$ cat config.mk
export PLATFORM = sky130hd
export DESIGN_NAME = heat_pump_defrost_timer
export DESIGN_NICKNAME = d
export VERILOG_FILES = /design/src/hw/defrost_pkg.sv /design/src/hw/heat_pump_defrost_timer.sv
export SDC_FILE = /design/constraint.sdc
export NUM_CORES = 1
export LEC_CHECK = 0
export CORE_MARGIN = 2
export CORE_UTILIZATION = 41
export CTS_BUF_LIST = sky130_fd_sc_hd__clkbuf_8
export CTS_CLUSTER_SIZE = 24
export DETAILED_ROUTE_END_ITERATION = 16
export DONT_BUFFER_PORTS = 1
export PLACE_DENSITY_LB_ADDON = 0.12
export SYNTH_ARGS = -nofsm -noshare
export SYNTH_HDL_FRONTEND = slang
export SYNTH_SLANG_ARGS = --single-unit
$ cat constraint.sdc
create_clock -name ref_clk_in -period 6.01 [get_ports ref_clk_in]
set_input_delay 0.3005 -clock ref_clk_in [delete_from_list [all_inputs] [get_ports ref_clk_in]]
set_output_delay 0.3005 -clock ref_clk_in [all_outputs]
set_load 0.05 [all_outputs]
$ cat src/hw/defrost_pkg.sv
package defrost_pkg;
   // Board clock
   localparam int unsigned CLK_HZ = 20_000_000;
   localparam int unsigned CLK_PERIOD_NS = 50;
   // Test mode speeds every timing up by this factor
   localparam int unsigned TEST_SPEEDUP = 260;
   // One fast tick is the unit of all timing; cycles rounded down
   localparam int unsigned FAST_TICK_CYC = CLK_HZ / TEST_SPEEDUP;
   // Fast ticks per one-second slow tick
   localparam logic [8:0] SLOW_TICK_DIV = 9'(TEST_SPEEDUP);
   // Interval lengths, in minutes as printed, and in seconds
   localparam int unsigned INTERVAL_A_MIN = 30;
   localparam int unsigned INTERVAL_B_MIN = 60;
   localparam int unsigned INTERVAL_C_MIN = 90;
   localparam logic [12:0] INTERVAL_A_S = 13'(INTERVAL_A_MIN * 60);
   localparam logic [12:0] INTERVAL_B_S = 13'(INTERVAL_B_MIN * 60);
   localparam logic [12:0] INTERVAL_C_S = 13'(INTERVAL_C_MIN * 60);
   // Defrost override
   localparam int unsigned OVERRIDE_MIN = 10;
   localparam logic [9:0] OVERRIDE_S = 10'(OVERRIDE_MIN * 60);
   // Jumper codes
   localparam logic [1:0] SEL_30 = 2'h0;
   localparam logic [1:0] SEL_60 = 2'h1;
   localparam logic [1:0] SEL_90 = 2'h2;
   // Reset values
   localparam logic [16:0] PRESCALE_RST = 17'h00000;
   localparam logic [8:0] SLOW_RST = 9'h000;
   localparam logic [12:0] INTERVAL_RST = 13'h0000;
   localparam logic [9:0] DEFROST_RST = 10'h000;
   // Controller states
   typedef enum logic [1:0] {
      ST_ACCUM = 2'b01,
      ST_DEFROST = 2'b10
   } defrost_state_t;
endpackage : defrost_pkg

$ cat src/hw/heat_pump_defrost_timer.sv
`timescale 1ns/1ps
module heat_pump_defrost_timer #(
   parameter int unsigned FAST_TICK_CYC = defrost_pkg::FAST_TICK_CYC
) (
   input wire logic ref_clk_in,
   input wire logic rst_n_in,
   input wire logic coil_switch_input_in,
   input wire logic heat_call_in,
   input wire logic test_short_in,
   input wire logic [1:0] jumper_sel_in,
   output logic reversing_valve_out,
   output logic outdoor_fan_output_out,
   output logic supp_heat_out
);

   // Interval length in seconds for a jumper code; an unused code falls back to the longest
   function automatic logic [12:0] interval_limit(input logic [1:0] sel);
      logic [12:0] lim;
      lim = defrost_pkg::INTERVAL_C_S;
      if (sel == defrost_pkg::SEL_30) begin
         lim = defrost_pkg::INTERVAL_A_S;
      end else if (sel == defrost_pkg::SEL_60) begin
         lim = defrost_pkg::INTERVAL_B_S;
      end else if (sel == defrost_pkg::SEL_90) begin
         lim = defrost_pkg::INTERVAL_C_S;
      end
      return lim;
   endfunction : interval_limit

   // One-hot state test, shared by the cycle control and the relay outputs
   function automatic logic is_defrost(input defrost_pkg::defrost_state_t st);
      return (st == defrost_pkg::ST_DEFROST);
   endfunction : is_defrost

   localparam logic [16:0] FAST_LAST = 17'(FAST_TICK_CYC - 1);

   // Counters, state and relay flip-flops
   logic [16:0] prescale_q;
   logic [16:0] prescale_d;
   logic [8:0] slow_q;
   logic [8:0] slow_d;
   logic [12:0] interval_q;
   logic [12:0] interval_d;
   logic [9:0] defrost_q;
   logic [9:0] defrost_d;
   defrost_pkg::defrost_state_t state_q;
   defrost_pkg::defrost_state_t state_d;
   logic valve_q;
   logic fan_q;
   logic heat_q;

   // Decoded terms, one named wire each
   wire fast_tick;
   wire slow_tick;
   wire step;
   wire accum_ok;
   wire interval_done;
   wire in_defrost;
   wire start_defrost;
   wire end_defrost;
   wire [12:0] limit;
   // Counter increments, defrost end causes and the relays' next state
   wire [12:0] interval_inc;
   wire [9:0] defrost_inc;
   wire coil_open;
   wire override_hit;
   wire defrost_next;

   // Single prescaler; the one-second tick is carved from the same fast tick
   assign fast_tick = (prescale_q == FAST_LAST);
   assign prescale_d = fast_tick ? defrost_pkg::PRESCALE_RST : prescale_q + 17'h00001;

   // Second divider counts fast ticks, so test and normal timing share one source
   assign slow_tick = fast_tick && (slow_q == defrost_pkg::SLOW_TICK_DIV - 9'h001);
   assign slow_d = slow_tick ? defrost_pkg::SLOW_RST :
                   (fast_tick ? slow_q + 9'h001 : slow_q);

   // Test short swaps the one-second step for the fast tick, so the interval and defrost counts run 260x
   assign step = test_short_in ? fast_tick : slow_tick;

   // Accumulation and cycle control
   assign limit = interval_limit(jumper_sel_in);
   assign accum_ok = coil_switch_input_in && heat_call_in;
   assign interval_done = (interval_q >= limit);
   assign in_defrost = is_defrost(state_q);
   // Jumper moved below the count still starts at once: >= rather than ==
   assign start_defrost = !in_defrost && interval_done && !coil_open;
   // Either cause ends the cycle; the override is the fallback for a stuck-closed switch
   assign end_defrost = in_defrost && (coil_open || override_hit);

   // End causes and counter increments
   assign coil_open = !coil_switch_input_in;
   assign override_hit = (defrost_q >= defrost_pkg::OVERRIDE_S);
   // Both counts are capped by the control logic, so the adders never wrap
   assign interval_inc = interval_q + 13'h0001;
   assign defrost_inc = defrost_q + 10'h001;

   // Next-state and counter selection
   always_comb begin
      state_d = state_q;
      interval_d = interval_q;
      defrost_d = defrost_q;
      unique case (state_q)
         defrost_pkg::ST_ACCUM: begin
            if (start_defrost) begin
               state_d = defrost_pkg::ST_DEFROST;
               defrost_d = defrost_pkg::DEFROST_RST;
            end else if (accum_ok && step && !interval_done) begin
               interval_d = interval_inc;
            end
         end
         defrost_pkg::ST_DEFROST: begin
            if (end_defrost) begin
               state_d = defrost_pkg::ST_ACCUM;
               interval_d = defrost_pkg::INTERVAL_RST;
               defrost_d = defrost_pkg::DEFROST_RST;
            end else if (step) begin
               defrost_d = defrost_inc;
            end
         end
         default: begin
            state_d = defrost_pkg::ST_ACCUM;
            interval_d = defrost_pkg::INTERVAL_RST;
            defrost_d = defrost_pkg::DEFROST_RST;
         end
      endcase
   end

   // Prescaler runs free through defrost, so its phase never depends on the cycle
   always_ff @(posedge ref_clk_in) begin
      if (!rst_n_in) begin
         prescale_q <= defrost_pkg::PRESCALE_RST;
      end else begin
         prescale_q <= prescale_d;
      end
   end

   // Second divider
   always_ff @(posedge ref_clk_in) begin
      if (!rst_n_in) begin
         slow_q <= defrost_pkg::SLOW_RST;
      end else begin
         slow_q <= slow_d;
      end
   end

   // Accumulated interval time
   always_ff @(posedge ref_clk_in) begin
      if (!rst_n_in) begin
         interval_q <= defrost_pkg::INTERVAL_RST;
      end else begin
         interval_q <= interval_d;
      end
   end

   // Defrost duration, in steps
   always_ff @(posedge ref_clk_in) begin
      if (!rst_n_in) begin
         defrost_q <= defrost_pkg::DEFROST_RST;
      end else begin
         defrost_q <= defrost_d;
      end
   end

   // Controller state
   always_ff @(posedge ref_clk_in) begin
      if (!rst_n_in) begin
         state_q <= defrost_pkg::ST_ACCUM;
      end else begin
         state_q <= state_d;
      end
   end

   // Relays follow the next state so the valve moves on the same edge as the state
   assign defrost_next = is_defrost(state_d);

   // Reversing valve
   always_ff @(posedge ref_clk_in) begin
      if (!rst_n_in) begin
         valve_q <= 1'b0;
      end else begin
         valve_q <= defrost_next;
      end
   end

   // Fan is cut in defrost so the coil warms faster; also off with no heat call
   always_ff @(posedge ref_clk_in) begin
      if (!rst_n_in) begin
         fan_q <= 1'b0;
      end else begin
         fan_q <= heat_call_in && !defrost_next;
      end
   end

   // Supplementary heat makes up for the cold air the reversed cycle sends indoors
   always_ff @(posedge ref_clk_in) begin
      if (!rst_n_in) begin
         heat_q <= 1'b0;
      end else begin
         heat_q <= defrost_next;
      end
   end

   // Pins come straight from the relay flip-flops
   assign reversing_valve_out = valve_q;
   assign outdoor_fan_output_out = fan_q;
   assign supp_heat_out = heat_q;

endmodule : heat_pump_defrost_timer

# == Word-level counts from Yosys, hierarchy flattened ==
# Index checks and enable logic that the tools add are counted.
# word_totals
ff_bits,53
input_bits,7
out_inout_bits,3
word_cells,57
# op_classes
addsub,4
order_cmp,2
eq_ne,11
mux,14
bitwise,1
n_reduce_logical,18
# op_table
op,n
13-bit two-way mux,5
10-bit two-way mux,3
13-bit one-hot mux with 2 select lines,1
10-bit one-hot mux with 2 select lines,1
17-bit by 1-bit adder with 17-bit output (second input constant),1
17-bit == test (second input constant),1
13-bit by 1-bit adder with 13-bit output (second input constant),1
13-bit >= comparator,1
10-bit by 1-bit adder with 10-bit output (second input constant),1
10-bit >= comparator (second input constant),1
9-bit by 1-bit adder with 9-bit output (second input constant),1
9-bit == test (second input constant),1
1-bit logical AND,8
2-bit != test (second input constant),3
2-bit by 1-bit == test with 1-bit output (second input constant),2
2-bit == test (second input constant),2
1-bit zero test,4
2-bit two-way mux,2
2-bit one-hot mux with 2 select lines,1
2-bit OR reduction,2
3-bit by 2-bit != test with 1-bit output (second input constant),1
3-bit AND reduction,1
2-bit zero test,1
2-bit by 1-bit != test with 1-bit output (second input constant),1
4 further kinds,4

# == Logic depth before layout (Yosys ltp) ==
# Gate-level depths: netlist of the first run.
# depth
depth_word,11
depth_mapped,11
ltp_nobuf,10

# == Worst setup path after synthesis of the first run ==
# No wires, ideal clock.
# synth_path
kind,register to register
startpoint,reg prescale_q[0]
endpoint,reg interval_q[12]
setup_ps,116
arrival_ps,2252
required_time_ps,5894
path_slack_ps,3642
stages_incl_launch_ff,9
n_path_buf,0
synth_period_minus_slack_ps,2368
path_cell_list,dfxtp_1 inv_1 ha_1 or4b_4 nor4_4 nor3b_4 nand4bb_1 or4_1 a41o_1
# synth_between
elab_chain_cells,7
# synth_rtl
element,line,rtl
"start, declared",heat_pump_defrost_timer.sv:38,logic [16:0] prescale_q;
"start signal, assigned",heat_pump_defrost_timer.sv:132,prescale_q <= defrost_pkg::PRESCALE_RST;
"start signal, assigned",heat_pump_defrost_timer.sv:134,prescale_q <= prescale_d;
17-bit == test (*),heat_pump_defrost_timer.sv:70,assign fast_tick = (prescale_q == FAST_LAST);
1-bit logical AND,heat_pump_defrost_timer.sv:74,assign slow_tick = fast_tick && (slow_q == defrost_pkg::SLOW_TICK_DIV - 9'h001);
1-bit two-way mux (*),heat_pump_defrost_timer.sv:79,assign step = test_short_in ? fast_tick : slow_tick;
1-bit logical AND (*) (2 in a row),heat_pump_defrost_timer.sv:108,end else if (accum_ok && step && !interval_done) begin
2-bit != test (no line) (*),n/a,
3-bit AND reduction (no line) (*),n/a,
"end signal, assigned",heat_pump_defrost_timer.sv:150,interval_q <= defrost_pkg::INTERVAL_RST;
"end signal, assigned",heat_pump_defrost_timer.sv:152,interval_q <= interval_d;
"end, declared",heat_pump_defrost_timer.sv:42,logic [12:0] interval_q;
# Mark *: on every way between the ends. The rest lies on a longest branch, timed or not.
# A chain may end at the register's enable or synchronous reset.

# == Worst setup path after layout of the first run ==
# Same ends and word-level chain as after synthesis.

==> summary.md, run 1 <==
| Metric | Value |
|---|---|
| Fin cells | `454` |
| Via/cell ratio | `5.62` |
| Fin Hold WS | `slightly above 0.07 ns` |
| Worst-Skew Late Latency | `0.31 ns` |
| DP Area | `3040 um2` |
| CTS tree | `done` |
| Largest stage delay on the critical path | `about 0.56 ns` |
| Setup TNS | `0 ns` |
| CP Launch Type | `register` |
| Pre-CTS WS | `2.97 ns` |
| Design area | `between 3000 and 4000 um2` |
| Gate Count Post-Synth | `364` |
| # fillers | `713` |
| Hold-fix buffers at CTS | `0` |
| VDD IR-drop max | `roughly 0.093 mV` |
| First-pass GRT wire length | `10.8 mm` |
| Post_cts resized | `0` |
| Total Power | `0.590 mW` |
| Post-Route WL | `6.31 mm` |
| Worst hold-check path type | `in2reg` |
| Area Growth Syn to Fin | `5.36%` |
| Endpoints failing hold | `0` |
| Syn Nets | `386` |
| Vias post-DR | `roughly 2600` |
| Layout net count | `380` |
| Slew Viols, Final | `0` |
| N_diodes | `0` |
| Initial antenna violation count | `0` |
| Period utilization | `0.506` |
| Max_slew headroom | `0.379` |
| Worst slew pin tran | `between 0.9 and 1 ns` |
| Post-synth ARST share | `0` |
| Data arrival, critical path | `3.25 ns` |
| Top-area cell type share of the netlist area | `0.358` |
| Row cnt | `30` |
| Power per cell area | `approximately 190 nW/um2` |
| Crit-path max FO | `13` |
| Fmax | `between 0.3 and 0.4 GHz` |
| Fraction of layout cells with a size suffix above 1 | `0.0391` |
| Initial Util | `0.429` |
| Post-CTS setup buffer count | `0` |
| H-tree levels | `2` |
| Gr usage total | `0.171` |
| CP Capture Type | `register` |
| Synth warn | `0` |
| Area leader, netlist | `dfxtp_1` |
| Final WS setup | `2.97 ns` |
| DRT met1 WL | `3.10 mm` |
| Iter 0 DRT Violations | `153` |
| CTS Root Cell | `clkbuf_8` |
| Unrepaired setup endpoints after global routing | `false` |
| Netlist cell types | `53` |
| Cell area after synthesis | `between 2000 and 3000 um2` |
| Dominant synthesized flop cell | `dfxtp_1` |
| Hpwl dp | `4.58 mm` |
| Die area | `7920 um2` |
| Crit path buf inv count | `1` |
| Worst path cell trace | `inv_1, ha_1, or4b_4, nor4_4, nor3b_4, nand4bb_1, or4_1, a41o_1` |
| DR top layer | `met4` |
| Count leader, synth | `dfxtp_1` |
| Synth top area cells | `dfxtp_1 36%, ha_1 6.3%, nor2_1 5.2%, nand2_1 4.7%, xor2_1 4.4%` |
| FF+latch count, synth | `53` |
| Syn avg cell area | `8.14 um2` |
| Chip height | `89.0 um` |
| Setup CP Type | `reg2reg` |
| CTS sink cnt | `53` |
| DR WL met3 | `173 um` |
| Clock buffer depth | `2` |
| EDFF count, synth | `0` |
| DRT antenna net count | `0` |
| Worst EP required | `6.22 ns` |
| I/O pins | `10` |
| Placed Cells | `447` |
| Vias in the first global route | `about 2300` |
| Remaining global-route overflow | `0` |
| Metal2 WL | `2.92 mm` |
| Register area share after synthesis | `0.358` |
| Status | `completed` |
| Crit path time final | `3.04 ns` |
| CP delay by family, top | `simple AND/OR/NAND/NOR gates` |
| Final core occ | `0.452` |
| Drt first pass iters | `4` |
| Largest net degree at the start of global routing | `26` |
| DRC violation count after routing | `0` |
| CTS Buf Count | `5` |
| Max Cap Violations | `0` |
| Final Setup Violations | `0` |
| Die W | `roughly 90 um` |
| Worst-path clk slew | `0.10 ns` |
| Clock skew | `0.00650 ns` |
| PortBufs | `0` |
| Pleak | `1.08 nW` |
| Post-synth top cells | `53 x dfxtp_1, 41 x nor2_1, 37 x nand2_1` |
| Wirelength per Cell | `13.9 um` |
| Routability congestion estimate from global placement | `0.785` |
| Critical path's slowest cell | `or4_1` |
| Core Box Area | `around 6900 um2` |
[area by class of cell]
type,instances,area (um2),area share
multi-input combinational,281,1780,0.572
sequential,53,1060,0.340
tap,96,120,0.0385
clock buffer,5,68.8,0.0220
inverter,15,56.3,0.0180
clock inverter,2,16.3,0.00521
timing repair buffer,2,15.0,0.00481
[path summary, 6_finish.rpt]
check | start | end | slack, ns | cells past startpoint
worst min register to register | prescale_q[0] | prescale_q[0] | 0.47 | 1
worst max register to register | prescale_q[0] | interval_q[12] | 2.97 | 8
worst max-delay path | prescale_q[0] | interval_q[12] | 2.97 | 8
worst min-delay path | rst_n_in | state_q[0] | 0.07 | 1
[power breakdown]
part	leakage (nW)	internal [mW]	switching, mW
Sequential	0.428	0.354	0.00329
Combinational	0.613	0.0111	0.0211
Clock	0.0402	0.0806	0.121
[sequential cells by signal, summed over array words and instances, names as in the netlist]
name	count
state_q	2
prescale_q	17
slow_q	9
supp_heat_out	1
defrost_q	10
outdoor_fan_output_out	1
interval_q	13
[cells in the final DEF, fill, tap and decap left out, types with 2 or more instances in the layout]
cell type  instances
a21oi_1           18
a31oi_1            8
a41o_1             2
and2_1             4
and3_1             5
buf_4              2
clkbuf_8           5
dfxtp_1           53
ha_1              15
inv_1             15
nand2_1           37
nand2b_1           5
nand3_1           25
nand3b_1           4
nand4_1           20
nand4b_1           6
nor2_1            41
nor3_1             5
nor4_1             4
o2111ai_1          2
o211ai_1           9
o21ai_0            7
o311ai_0           3
o31ai_1            2
or3_1              8
or4_1              6
xnor2_1            6
xor2_1            15
[per-layer routing]
layer,global-route usage,vias to the layer above
li1,-,1315
met2,0.263,36
met4,0.0665,0
met5,0,-
met3,0.0314,11
met1,0.238,1188
[cells by family after synthesis]
| group | share of synthesized area |
|---|---|
| flip-flops | 0.358 |
| adder cells (fa/ha/maj) | 0.0633 |
| multiplexers | 0.00718 |
| AND/OR/NAND/NOR | 0.324 |
| AO/OA/AOI/OAI | 0.145 |
| XOR/XNOR | 0.0621 |
| buffers and inverters | 0.0397 |
Note: power is estimated with default switching activity, not from simulation.
==> inputs of run 2 (changes only) <==
==> constraint.sdc (replaced) <==
create_clock -name ref_clk_in -period 2.82 [get_ports ref_clk_in]
set_input_delay 0.141 -clock ref_clk_in [delete_from_list [all_inputs] [get_ports ref_clk_in]]
set_output_delay 0.141 -clock ref_clk_in [all_outputs]
set_load 0.05 [all_outputs]
==> run 2 against run 1 <==
Effect of this change:
- combinational power grew 120%
- via count grew 0.47%
- clock skew grew 0.0037 ns
- setup slack lost 2.8 ns
- final cell count grew 2.0%
- flip-flop and latch count is the same
- critical path type unchanged
- critical endpoint is now interval_q[7]
==> summary.md, run 2 (synthesis gave the netlist of run 1 again) <==
| Metric | Value |
|---|---|
| Final WS setup | `0.204 ns (-2.77 ns)` |
| Data arrival, critical path | `2.85 ns (-0.40 ns)` |
| Final core occ | `0.465 (+0.0127)` |
| Remaining global-route overflow | `0 (unchanged)` |
| Routability congestion estimate from global placement | `0.847 (+7.9%)` |
| Reg2reg start | `prescale_q[0]` |
| Most common cell after layout, fill and taps aside | `dfxtp_1` |
| Die area | `7920 um2 (unchanged)` |
| CTS Buf Count | `5 (unchanged)` |
| Clock skew | `0.0102 ns (+0.00369 ns)` |
| Initial Util | `0.429 (unchanged)` |
| Critical path's slowest cell | `or4_1` |
| Via/cell ratio | `5.53 (-1.5%)` |
| Setup TNS | `0 ns (unchanged)` |
| CTS tree | `done` |
| Fraction of layout cells with a size suffix above 1 | `0.0572 (+0.0181)` |
| Fin cells | `463 (+2.0%)` |
| Setup crit start | `prescale_q[0]` |
| Power per cell area | `404 nW/um2 (+110%)` |
| Worst setup path endpoint | `interval_q[7]` |
| PortBufs | `0 (unchanged)` |
| Pre-CTS WS | `0.286 ns (-2.68 ns)` |
| Crit path time final | `2.62 ns (-0.423 ns)` |
| Die W | `89.0 um (unchanged)` |
| R2R Path End | `interval_q[7]` |
| CP Launch Type | `register` |
| Biggest register | `prescale_q` |
| I/O pins | `10 (unchanged)` |
| Largest net degree at the start of global routing | `32 (+23%)` |
| DRT antenna net count | `0 (unchanged)` |
| Fmax | `0.382 GHz (+16%)` |
| Post-Route WL | `6.38 mm (+1.1%)` |
| Endpoints failing hold | `0 (unchanged)` |
| Hpwl dp | `4.52 mm (-1.4%)` |
| Crit-path max FO | `10 (-3)` |
| N_diodes | `0 (unchanged)` |
| R2R Setup Slk | `0.20 ns (-2.77 ns)` |
| Setup CP Type | `reg2reg` |
| Gr usage total | `0.173 (+0.00268)` |
| Period utilization | `0.927 (+0.422)` |
| Unrepaired setup endpoints after global routing | `false` |
| Max reg flops | `17 (unchanged)` |
| Largest stage delay on the critical path | `0.59 ns (+0.03 ns)` |
| Clock buffer depth | `2 (unchanged)` |
| Layout net count | `388 (+2.1%)` |
| Placed Cells | `452 (+1.1%)` |
| Final Setup Violations | `0 (unchanged)` |
| Chip height | `89.0 um (unchanged)` |
| Worst EP required | `3.05 ns (-3.17 ns)` |
| Drt first pass iters | `4 (unchanged)` |
| Design area | `3210 um2 (+2.8%)` |
| Worst slew pin tran | `0.931 ns (-0.000102 ns)` |
| VDD IR-drop max | `0.291 mV (+210%)` |
| Worst-path clk slew | `0.10 ns (about the same)` |
| Crit path buf inv count | `1 (unchanged)` |
| DP Area | `3070 um2 (+1.2%)` |
| Max_slew headroom | `0.379 (about the same)` |
| Worst path cell trace | `inv_1, ha_1, or4b_4, nor4_4, nor4b_1, nand3_1, or4_1, a31oi_1` |
| Worst hold-check path type | `in2reg` |
| Row cnt | `30 (unchanged)` |
| Core Box Area | `6910 um2 (unchanged)` |
| R2r worst-path depth | `8 (unchanged)` |
| CTS sink cnt | `53 (unchanged)` |
| Vias in the first global route | `2426 (+6.2%)` |
| Area Growth Syn to Fin | `8.32%` |
| Critical path depth | `8 (unchanged)` |
| H-tree levels | `2 (unchanged)` |
| First-pass GRT wire length | `11.0 mm (+2.6%)` |
| Commonest non-fill, non-tap cells in the layout | `53 x dfxtp_1, 41 x nor2_1, 37 x nand2_1` |
| Wirelength per Cell | `13.8 um (-0.89%)` |
| CTS Root Cell | `clkbuf_8` |
| Status | `completed` |
| Worst-Skew Late Latency | `0.30 ns (about the same)` |
| Largest regs | `prescale_q: 17 flops, interval_q: 13 flops, defrost_q: 10 flops` |
| CP delay by family, top | `simple AND/OR/NAND/NOR gates` |
| Vias post-DR | `2562 (+0.47%)` |
| Iter 0 DRT Violations | `122 (-20%)` |
| Pleak | `1.13 nW (+4.3%)` |
| Initial antenna violation count | `0 (unchanged)` |
| CP Capture Type | `register` |
| Max Cap Violations | `0 (unchanged)` |
| Slew Viols, Final | `0 (unchanged)` |
| DRC violation count after routing | `0 (unchanged)` |
[run 2: changes by cell type in the layout (fill, tap and decap cells not counted)]
| cell | previous run | this run |
|---|---|---|
| buf_4 | 2 | 7 |
| dlygate4sd3_1 | 0 | 3 |
| clkbuf_8 | 5 | 6 |
| clkinv_4 | 1 | 0 |
| inv_6 | 0 | 1 |
| nor4_1 | 4 | 3 |
| nor4_2 | 0 | 1 |
[run 2: timing repair]
action                                 CTS  global route
setup endpoints to repair                0             2
resized for setup                        0             1
hold buffers                             3             0
endpoints found under the hold margin    7             0
setup buffers                            0             0
[run 2: worst min-delay path by stage]
stage / from / slack, ns / cells after the start / endpoint
floorplan: heat_call_in / 0.29 / 1 / outdoor_fan_output_out
global placement: rst_n_in / 0.22 / 1 / state_q[0]
detailed placement: rst_n_in / 0.23 / 1 / state_q[0]
CTS: rst_n_in / 0.0008 / 1 / interval_q[12]
global route: rst_n_in / 0.004 / 1 / interval_q[12]
finish: rst_n_in / 0.01 / 1 / interval_q[12]
[run 2: layer usage]
metal	wire, um	vias up	track usage
met4	66	0	0.0448
met5	0	-	0
met1	3120	1183	0.224
li1	-	1333	-
met2	3000	38	0.295
met3	192	8	0.0379
[run 2: layout make-up]
type                            instances  area, um2
Fill cell                             733       3700
Multi-Input combinational cell        281       1790
Sequential cell                        53       1060
Tap cell                               96        120
Clock buffer                            6       82.6
Timing Repair Buffer                   10       82.6
Inverter                               15       56.3
Clock inverter                          2       16.3
[run 2: power by group]
group | internal [mW] | switching (mW)
Clock | 0.203 | 0.262
Combinational | 0.0255 | 0.0467
Sequential | 0.754 | 0.00714
Total | 0.982 | 0.316
[run 2: through the flow]
stage,hold WS [ns],power [mW]
2_1_floorplan,0.289,0.835
3_3_place_gp,0.223,0.845
3_5_place_dp,0.229,0.846
4_1_cts,0.000760,1.32
5_1_grt,0.00439,1.35
6_report,0.0113,1.30
